### config.mk
export PLATFORM = sky130hd
export DESIGN_NAME = tic_top
export DESIGN_NICKNAME = d
export VERILOG_FILES = /design/src/rtl/tic_wrap_counter.v /design/src/rtl/tic_top.v
export VERILOG_INCLUDE_DIRS = /design/src /design/src/rtl
export SDC_FILE = /design/constraint.sdc
export NUM_CORES = 1
export LEC_CHECK = 0
export BUFFER_PORTS_ARGS = -buffer_cell sky130_fd_sc_hd__buf_2
export CAP_MARGIN = 30
export CORE_UTILIZATION = 55
export CTS_CLUSTER_DIAMETER = 200
export DETAILED_ROUTE_END_ITERATION = 12
export HOLD_SLACK_MARGIN = 0.03
export PLACE_DENSITY = 0.73
export SKIP_LAST_GASP = 1
export SLEW_MARGIN = 20
export SYNTH_ARGS = -nofsm -noshare
export SYNTH_HDL_FRONTEND = slang
export SYNTH_HIERARCHICAL = 1
export SYNTH_SLANG_ARGS = --single-unit
### constraint.sdc
create_clock -name clk_in -period 5.6 [get_ports clk_in]
set_input_delay 0 -clock clk_in [delete_from_list [all_inputs] [get_ports clk_in]]
set_output_delay 0 -clock clk_in [all_outputs]
set_load 0.005 [all_outputs]
### src/rtl/tic_defines.vh
// Constants for the time interval counter: register addresses, fields, resets and timing.
// Operation
// - Hours wrap at 23 or 255 by bit 6.
// - Bits 5:4 pick interval step timebase.
// - One-shot mode clears interval enable on timeout.
// - Otherwise interval counter reloads and keeps counting.
// - Match sets flag; only software write clears.
// - Flag drives interrupt request, gated by enable.
// - Bit 1 starts and stops interval counter.
// - Bit 0 gates the tick; else only the prescaler advances.
// - Clearing bit 0 restores last written time.
// - Time registers load while clock is disabled.
// - Eight-bit writable interval match value.
// - Fine tick counts 0-127, carries into seconds.
// - Seconds count 0-59, carry into minutes.
// - Minutes count 0-59, carry into hours.
// - Hours advance hourly and roll over.
// - Control bit 7 ignored, reads zero.
// - Each step of the selected register clocks interval counter.
// - Counters run from crystal, also in power-down.
// - Enabled flag in power-down wakes the core.
`ifndef TIC_DEFINES_VH
`define TIC_DEFINES_VH

`define TIC_ADDR_CONTROL      8'ha1
`define TIC_ADDR_FINE         8'ha2
`define TIC_ADDR_SEC          8'ha3
`define TIC_ADDR_MIN          8'ha4
`define TIC_ADDR_HOUR         8'ha5
`define TIC_ADDR_MATCH        8'ha6

`define TIC_BIT_DAY_WRAP      6
`define TIC_BIT_TB_HI         5
`define TIC_BIT_TB_LO         4
`define TIC_BIT_ONE_SHOT      3
`define TIC_BIT_FLAG          2
`define TIC_BIT_INTERVAL_ON   1
`define TIC_BIT_CLOCK_ON      0

`define TIC_TB_FINE           2'h0
`define TIC_TB_SEC            2'h1
`define TIC_TB_MIN            2'h2
`define TIC_TB_HOUR           2'h3

`define TIC_RESET_VALUE       8'h00
`define TIC_FINE_MAX          8'h7f
`define TIC_SEC_MAX           8'h3b
`define TIC_MIN_MAX           8'h3b
`define TIC_HOUR_MAX_DAY      8'h17
`define TIC_HOUR_MAX_FULL     8'hff

`define TIC_XTAL_HZ           32768
`define TIC_TICKS_PER_SEC     128
`define TIC_XTAL_PER_TICK     (`TIC_XTAL_HZ / `TIC_TICKS_PER_SEC)

`endif

### src/rtl/tic_wrap_counter.v
// One loadable wrap-around counter stage of the time cascade.
`default_nettype none
module tic_wrap_counter #(
   parameter WIDTH = 8
) (
   // Clock and reset
   input  wire             clk_in,
   input  wire             reset_n_in,
   // Control
   input  wire             load_in,
   input  wire [WIDTH-1:0] load_value_in,
   input  wire             step_in,
   input  wire [WIDTH-1:0] limit_in,
   // State
   output reg  [WIDTH-1:0] count_out,
   output wire             carry_out
);

   // A value above the limit, left by a mode change, also wraps so it can never run away.
   wire at_limit = (count_out >= limit_in);

   assign carry_out = step_in & ~load_in & at_limit;

   always @(posedge clk_in or negedge reset_n_in) begin
      if (!reset_n_in) begin
         count_out <= {WIDTH{1'b0}};
      end else if (load_in) begin
         count_out <= load_value_in;
      end else if (step_in) begin
         if (at_limit) begin
            count_out <= {WIDTH{1'b0}};
         end else begin
            count_out <= count_out + {{(WIDTH-1){1'b0}}, 1'b1};
         end
      end
   end

endmodule
`default_nettype wire

### src/rtl/tic_top.v
// Time interval counter and real-time clock behind the core's special function register bus.
`include "tic_defines.vh"
`default_nettype none
module tic_top #(
   parameter XTAL_PER_TICK = `TIC_XTAL_PER_TICK
) (
   // Clock and reset
   input  wire       clk_in,
   input  wire       reset_n_in,
   // Crystal reference
   input  wire       xtal_in,
   // Special function register bus
   input  wire [7:0] sfr_addr_in,
   input  wire       sfr_wr_in,
   input  wire       sfr_rd_in,
   input  wire [7:0] sfr_wdata_in,
   output reg  [7:0] sfr_rdata_out,
   output reg        sfr_hit_out,
   // Core status
   input  wire       irq_enable_in,
   input  wire       power_down_in,
   // Requests to the core
   output reg        irq_out,
   output reg        wake_out
);

   // Control register fields, match value and interval count.
   reg        day_wrap_select;
   reg [1:0]  timebase_select;
   reg        one_shot_select;
   reg        interval_match_flag;
   reg        interval_counter_on;
   reg        time_clock_on;
   reg [7:0]  interval_match_value;
   reg [7:0]  interval_count;

   // Last values software wrote to the time registers.
   reg [7:0]  shadow_fine;
   reg [7:0]  shadow_sec;
   reg [7:0]  shadow_min;
   reg [7:0]  shadow_hour;

   // Crystal edge detection and tick prescaler.
   reg        xtal_meta;
   reg        xtal_sync;
   reg        xtal_prev;
   reg [15:0] xtal_count;

   wire        xtal_rise = xtal_sync & ~xtal_prev;
   // The prescaler is 16 bits wide, so a divide above 65536 is not supported.
   wire [31:0] xtal_last_full = XTAL_PER_TICK - 1;
   wire [15:0] xtal_last = xtal_last_full[15:0];
   wire        raw_tick  = xtal_rise & (xtal_count == xtal_last);
   wire        tick      = raw_tick & time_clock_on;

   // Register decode.
   wire wr_ctl   = sfr_wr_in & (sfr_addr_in == `TIC_ADDR_CONTROL);
   wire wr_fine  = sfr_wr_in & (sfr_addr_in == `TIC_ADDR_FINE);
   wire wr_sec   = sfr_wr_in & (sfr_addr_in == `TIC_ADDR_SEC);
   wire wr_min   = sfr_wr_in & (sfr_addr_in == `TIC_ADDR_MIN);
   wire wr_hour  = sfr_wr_in & (sfr_addr_in == `TIC_ADDR_HOUR);
   wire wr_match = sfr_wr_in & (sfr_addr_in == `TIC_ADDR_MATCH);

   // Cascade counters.
   wire [7:0] fine_tick_count;
   wire [7:0] time_s_count;
   wire [7:0] time_m_count;
   wire [7:0] hour_count;
   wire       fine_carry;
   wire       sec_carry;
   wire       min_carry;

   // While the clock is off every stage follows its shadow, so stopping it discards accumulated counts.
   wire load_fine = wr_fine | ~time_clock_on;
   wire load_sec  = wr_sec  | ~time_clock_on;
   wire load_min  = wr_min  | ~time_clock_on;
   wire load_hour = wr_hour | ~time_clock_on;

   wire [7:0] fine_load_value = wr_fine ? sfr_wdata_in : shadow_fine;
   wire [7:0] sec_load_value  = wr_sec  ? sfr_wdata_in : shadow_sec;
   wire [7:0] min_load_value  = wr_min  ? sfr_wdata_in : shadow_min;
   wire [7:0] hour_load_value = wr_hour ? sfr_wdata_in : shadow_hour;

   wire [7:0] hour_limit = day_wrap_select ? `TIC_HOUR_MAX_DAY : `TIC_HOUR_MAX_FULL;

   wire [7:0] fine_limit = `TIC_FINE_MAX;
   wire [7:0] sec_limit  = `TIC_SEC_MAX;
   wire [7:0] min_limit  = `TIC_MIN_MAX;

   tic_wrap_counter #(.WIDTH(8)) u_fine (
      .clk_in        (clk_in),
      .reset_n_in    (reset_n_in),
      .load_in       (load_fine),
      .load_value_in (fine_load_value),
      .step_in       (tick),
      .limit_in      (fine_limit),
      .count_out     (fine_tick_count),
      .carry_out     (fine_carry)
   );

   tic_wrap_counter #(.WIDTH(8)) u_sec (
      .clk_in        (clk_in),
      .reset_n_in    (reset_n_in),
      .load_in       (load_sec),
      .load_value_in (sec_load_value),
      .step_in       (fine_carry),
      .limit_in      (sec_limit),
      .count_out     (time_s_count),
      .carry_out     (sec_carry)
   );

   tic_wrap_counter #(.WIDTH(8)) u_min (
      .clk_in        (clk_in),
      .reset_n_in    (reset_n_in),
      .load_in       (load_min),
      .load_value_in (min_load_value),
      .step_in       (sec_carry),
      .limit_in      (min_limit),
      .count_out     (time_m_count),
      .carry_out     (min_carry)
   );

   tic_wrap_counter #(.WIDTH(8)) u_hour (
      .clk_in        (clk_in),
      .reset_n_in    (reset_n_in),
      .load_in       (load_hour),
      .load_value_in (hour_load_value),
      .step_in       (min_carry),
      .limit_in      (hour_limit),
      .count_out     (hour_count),
      .carry_out     ()
   );

   // Interval step chosen by the timebase field.
   reg interval_step;
   always @* begin
      case (timebase_select)
         `TIC_TB_FINE: interval_step = tick;
         `TIC_TB_SEC:  interval_step = fine_carry;
         `TIC_TB_MIN:  interval_step = sec_carry;
         default:      interval_step = min_carry;
      endcase
   end

   wire       interval_advance = interval_step & interval_counter_on & time_clock_on;
   wire [7:0] interval_next    = interval_count + 8'h01;
   wire       interval_timeout = interval_advance & (interval_next == interval_match_value);

   // Crystal sampling: the first stage feeds only the second.
   always @(posedge clk_in or negedge reset_n_in) begin
      if (!reset_n_in) begin
         xtal_meta <= 1'b0;
         xtal_sync <= 1'b0;
         xtal_prev <= 1'b0;
      end else begin
         xtal_meta <= xtal_in;
         xtal_sync <= xtal_meta;
         xtal_prev <= xtal_sync;
      end
   end

   // The prescaler never stops, power-down or not, so long sleeps stay timed.
   always @(posedge clk_in or negedge reset_n_in) begin
      if (!reset_n_in) begin
         xtal_count <= 16'h0000;
      end else if (xtal_rise) begin
         if (xtal_count == xtal_last) begin
            xtal_count <= 16'h0000;
         end else begin
            xtal_count <= xtal_count + 16'h0001;
         end
      end
   end

   // Shadow copies and match value.
   always @(posedge clk_in or negedge reset_n_in) begin
      if (!reset_n_in) begin
         shadow_fine          <= `TIC_RESET_VALUE;
         shadow_sec           <= `TIC_RESET_VALUE;
         shadow_min           <= `TIC_RESET_VALUE;
         shadow_hour          <= `TIC_RESET_VALUE;
         interval_match_value <= `TIC_RESET_VALUE;
      end else begin
         if (wr_fine) begin
            shadow_fine <= sfr_wdata_in;
         end
         if (wr_sec) begin
            shadow_sec <= sfr_wdata_in;
         end
         if (wr_min) begin
            shadow_min <= sfr_wdata_in;
         end
         if (wr_hour) begin
            shadow_hour <= sfr_wdata_in;
         end
         if (wr_match) begin
            interval_match_value <= sfr_wdata_in;
         end
      end
   end

   // Control register fields written by software.
   always @(posedge clk_in or negedge reset_n_in) begin
      if (!reset_n_in) begin
         day_wrap_select     <= 1'b0;
         timebase_select     <= 2'h0;
         one_shot_select     <= 1'b0;
         interval_counter_on <= 1'b0;
         time_clock_on       <= 1'b0;
      end else begin
         if (wr_ctl) begin
            // Bit 7 has no storage.
            day_wrap_select <= sfr_wdata_in[`TIC_BIT_DAY_WRAP];
            timebase_select <= sfr_wdata_in[`TIC_BIT_TB_HI:`TIC_BIT_TB_LO];
            one_shot_select <= sfr_wdata_in[`TIC_BIT_ONE_SHOT];
            time_clock_on   <= sfr_wdata_in[`TIC_BIT_CLOCK_ON];
         end
         // A software write to the enable wins over a one-shot clear in the same cycle.
         if (wr_ctl) begin
            interval_counter_on <= sfr_wdata_in[`TIC_BIT_INTERVAL_ON];
         end else if (interval_timeout && one_shot_select) begin
            interval_counter_on <= 1'b0;
         end
      end
   end

   // A match in the same cycle as a clearing write still leaves the flag set.
   always @(posedge clk_in or negedge reset_n_in) begin
      if (!reset_n_in) begin
         interval_match_flag <= 1'b0;
      end else if (interval_timeout) begin
         interval_match_flag <= 1'b1;
      end else if (wr_ctl && !sfr_wdata_in[`TIC_BIT_FLAG]) begin
         interval_match_flag <= 1'b0;
      end
   end

   // Held at zero while disabled, so every fresh start counts a full interval.
   always @(posedge clk_in or negedge reset_n_in) begin
      if (!reset_n_in) begin
         interval_count <= 8'h00;
      end else if (!interval_counter_on) begin
         interval_count <= 8'h00;
      end else if (interval_timeout) begin
         interval_count <= 8'h00;
      end else if (interval_advance) begin
         interval_count <= interval_next;
      end
   end

   // Register read-back and requests to the core.
   wire [7:0] control_view = {1'b0, day_wrap_select, timebase_select, one_shot_select,
                              interval_match_flag, interval_counter_on, time_clock_on};

   // Read decode: an unmapped address returns zero with no hit.
   reg  [7:0] next_rdata;
   reg        next_hit;
   always @* begin
      next_rdata = 8'h00;
      next_hit   = 1'b0;
      if (sfr_addr_in == `TIC_ADDR_CONTROL) begin
         next_rdata = control_view;
         next_hit   = 1'b1;
      end else if (sfr_addr_in == `TIC_ADDR_FINE) begin
         next_rdata = fine_tick_count;
         next_hit   = 1'b1;
      end else if (sfr_addr_in == `TIC_ADDR_SEC) begin
         next_rdata = time_s_count;
         next_hit   = 1'b1;
      end else if (sfr_addr_in == `TIC_ADDR_MIN) begin
         next_rdata = time_m_count;
         next_hit   = 1'b1;
      end else if (sfr_addr_in == `TIC_ADDR_HOUR) begin
         next_rdata = hour_count;
         next_hit   = 1'b1;
      end else if (sfr_addr_in == `TIC_ADDR_MATCH) begin
         next_rdata = interval_match_value;
         next_hit   = 1'b1;
      end
   end

   // Single clock domain: the core sees whole, settled values with no crossing to tear them.
   always @(posedge clk_in or negedge reset_n_in) begin
      if (!reset_n_in) begin
         sfr_rdata_out <= 8'h00;
         sfr_hit_out   <= 1'b0;
      end else begin
         sfr_hit_out <= sfr_rd_in & next_hit;
         if (sfr_rd_in) begin
            sfr_rdata_out <= next_rdata;
         end
      end
   end

   // Requests leave from flip-flops so the core never sees a glitch on them.
   always @(posedge clk_in or negedge reset_n_in) begin
      if (!reset_n_in) begin
         irq_out  <= 1'b0;
         wake_out <= 1'b0;
      end else begin
         irq_out  <= interval_match_flag & irq_enable_in;
         wake_out <= interval_match_flag & irq_enable_in & power_down_in;
      end
   end

endmodule
`default_nettype wire

==> flow_summary.ini <==
[critical_path]
cp.arrival_ns = 4.82
reg2reg_slack_ns = 1.09
crit_path_top_delay_cell = o31ai_1
max_stage_delay_ns = 0.74
end_kind = flop
cp_max_fo = 11
worstPathRequired_ns = 5.91
timing.rr.start = u_fine/count_out[0]
startpoint = u_fine/count_out[0]
worstPathCellList = inv_1 > ha_1 > nand2b_1 > a21oi_1 > o31ai_1 > and3_1 > and3_1 > and3_1 > mux2i_1 > a221o_1 > and2_1 > a221o_1
cp-endpoint = interval_count[2]
reg2regPathDepth = 12
worstSetupPathType = flop to flop
crit_top_cell = and3_1
worstSetupStartpointType = flop
reg2reg_to = interval_count[2]

[final_layout]
drive_gt1_share_pct = 18.0
antenna_cells = 0
synthToLayoutAreaGrowth_pct = 16.4
fill_cells = 954
fin_nets = 814
stdcell_area_um2 = 8130

[run_status]
status = completed

[timing]
setup_viol = 0
relSlewSlack_pct = 41.0
final.period_utilization_pct = 80.5
rsz0062_at_grt = no
setup_tns_ns = 0
maxSlewViolCount = 0
hold_viol_final = 0
fin_ws_ns = 1.09
max_freq_mhz = 222
period_needed_ns = 4.51
worst_pin_slew_ns = 0.878
clock_skew_ns = 0.00760

[routing]
first_pass_iters = 5
drcViolationCount = 0
ant_nets = 0
routed_wl_um = 16700
avgRoutedWirePerCell_um = 17.9
via_count = 5559
dr.first_iter.drc_count = 386
via_per_inst = 5.96

[clocking]
clockRootBuffer = clkbuf_16
clkSinkCount = 117
cts_setup_buffers = 0
insertion_delay_ns = 0.42
clk_pin_slew_ns = 0.06
cts_buffers = 17
cts_buffer_depth = 2
cts_tree = yes
htree_levels = 4

[global_route]
grt_usage_pct = 28.0
grt.overflow.total = 0
grt_pass1_vias = 5547
grt_max_degree = 62
antenna_found_initial = 0
grt_pass1_wl_um = 27900

[power]
ir_worst_vdd_v = 0.000220
p_total_w = 0.00234
pwr_density_cell_nw_per_um2 = 288
leakage_nw = 4.14

[die]
die_x_um = 115
num_io_pins = 34
die_h_um = 115
dieArea_um2 = 13100
rows = 40
core_area_um2 = 12200
initial_core_util_pct = 57.2

[hold_path]
hold_path_class = primary input to flop

[placed_design]
preCtsSetupSlack_ns = 1.11
gp_congestion = 0.905
dp_hpwl_um = 11900
io_buffers = 33
place_area_um2 = 7390

[yosys]
syn_area_per_cell_um2 = 10.3
synth_warnings = 6
synth_area_um2 = 6980
netlist_instances = 681

[flow_run]
drv_cap = 0
## worst min path at each step
stage | slack, ns | from | end | cells past startpoint
final | 0.07 | sfr_addr_in[2] | sfr_hit_out | 3
after global routing | 0.11 | sfr_addr_in[2] | sfr_hit_out | 3
after CTS | 0.05 | sfr_addr_in[2] | sfr_hit_out | 3
after detailed placement | 0.09 | reset_n_in | xtal_count[2] | 1
after global placement | 0.09 | reset_n_in | xtal_count[2] | 1
after floorplan | -0.30 | reset_n_in | day_wrap_select | 0
## state kept, by name, summed over array words and instances (netlist names), 2 cells and up
name,flops
interval_count,8
timebase_select,2
shadow_fine,8
u_sec/count_out,8
xtal_count,16
shadow_hour,8
shadow_min,8
sfr_rdata_out,8
u_min/count_out,8
u_fine/count_out,8
shadow_sec,8
u_hour/count_out,8
interval_match_value,8
## routing by layer
| layer | GRT usage (%) | share of wire [%] | vias up | wire length (µm) |
|---|---|---|---|---|
| li1 | - | - | 2619 | - |
| met1 | 37.2 | 45 | 2725 | 7450 |
| met2 | 44.6 | 48 | 187 | 7960 |
| met3 | 6.67 | 5.5 | 28 | 922 |
| met4 | 10.8 | 2.1 | 0 | 347 |
| met5 | 0 | 0 | - | 0 |
## worst max-delay path, delay by kind of cell (launching register included)
| kind | cells | cell delay [ns] |
|---|---|---|
| AOI/OAI and AO/OA | 4 | 1.72 |
| adders and majority gates | 1 | 0.27 |
| buffers and inverters | 1 | 0.08 |
| DFF | 1 | 0.46 |
| muxes | 1 | 0.17 |
| and+or+nand+nor | 5 | 1.70 |
## layout make-up
class | instances | area [µm²] | area share [%]
clock buffer | 22 | 484 | 5.96
clock inverter | 9 | 125 | 1.54
inverter | 42 | 158 | 1.94
multi-input combinational | 525 | 3890 | 47.9
sequential | 117 | 2930 | 36.0
tap | 168 | 210 | 2.59
timing repair buffer | 50 | 328 | 4.03
## power breakdown
group	switching (W)	total [W]	internal (W)
Sequential	0.0000699	0.000971	0.000901
Combinational	0.000143	0.000259	0.000116
Clock	0.000371	0.00111	0.000739
## cells in the final DEF, fill, tap and decap left out, types with 5 or more instances in the layout
cell,n
dfrtp_1,117
mux2_2,54
inv_1,42
a21oi_1,42
ha_1,38
nand2_1,33
buf_2,32
nor2_1,31
conb_1,28
nand3_1,26
a21o_1,23
nand4_1,19
mux2i_1,18
xor2_1,17
clkbuf_16,17
o21a_1,16
xnor2_1,14
a211oi_1,14
nand2b_1,13
dlygate4sd3_1,13
o21ai_0,12
o21ai_1,12
and3_1,10
nor3_1,9
o31ai_1,8
nor4_1,6
and4_1,6
nor2b_1,6
or3_1,6
a2bb2oi_1,5
a22o_1,5
buf_4,5
## through the flow
stage	utilization (%)	hold WS [ns]	std cells
after floorplan	-	-0.296	707
after global routing	66.6	0.108	933
final	66.6	0.0732	933
after global placement	60.5	0.0857	889
after CTS	66.6	0.0532	933
after detailed placement	60.5	0.0918	889
## timing repair
| action | in CTS | in global routing |
|---|---|---|
| hold endpoints to repair | 110 | 0 |
| gates resized for setup | 0 | 0 |
| hold buffers | 13 | 0 |
Power figures use the tool's default switching activity.
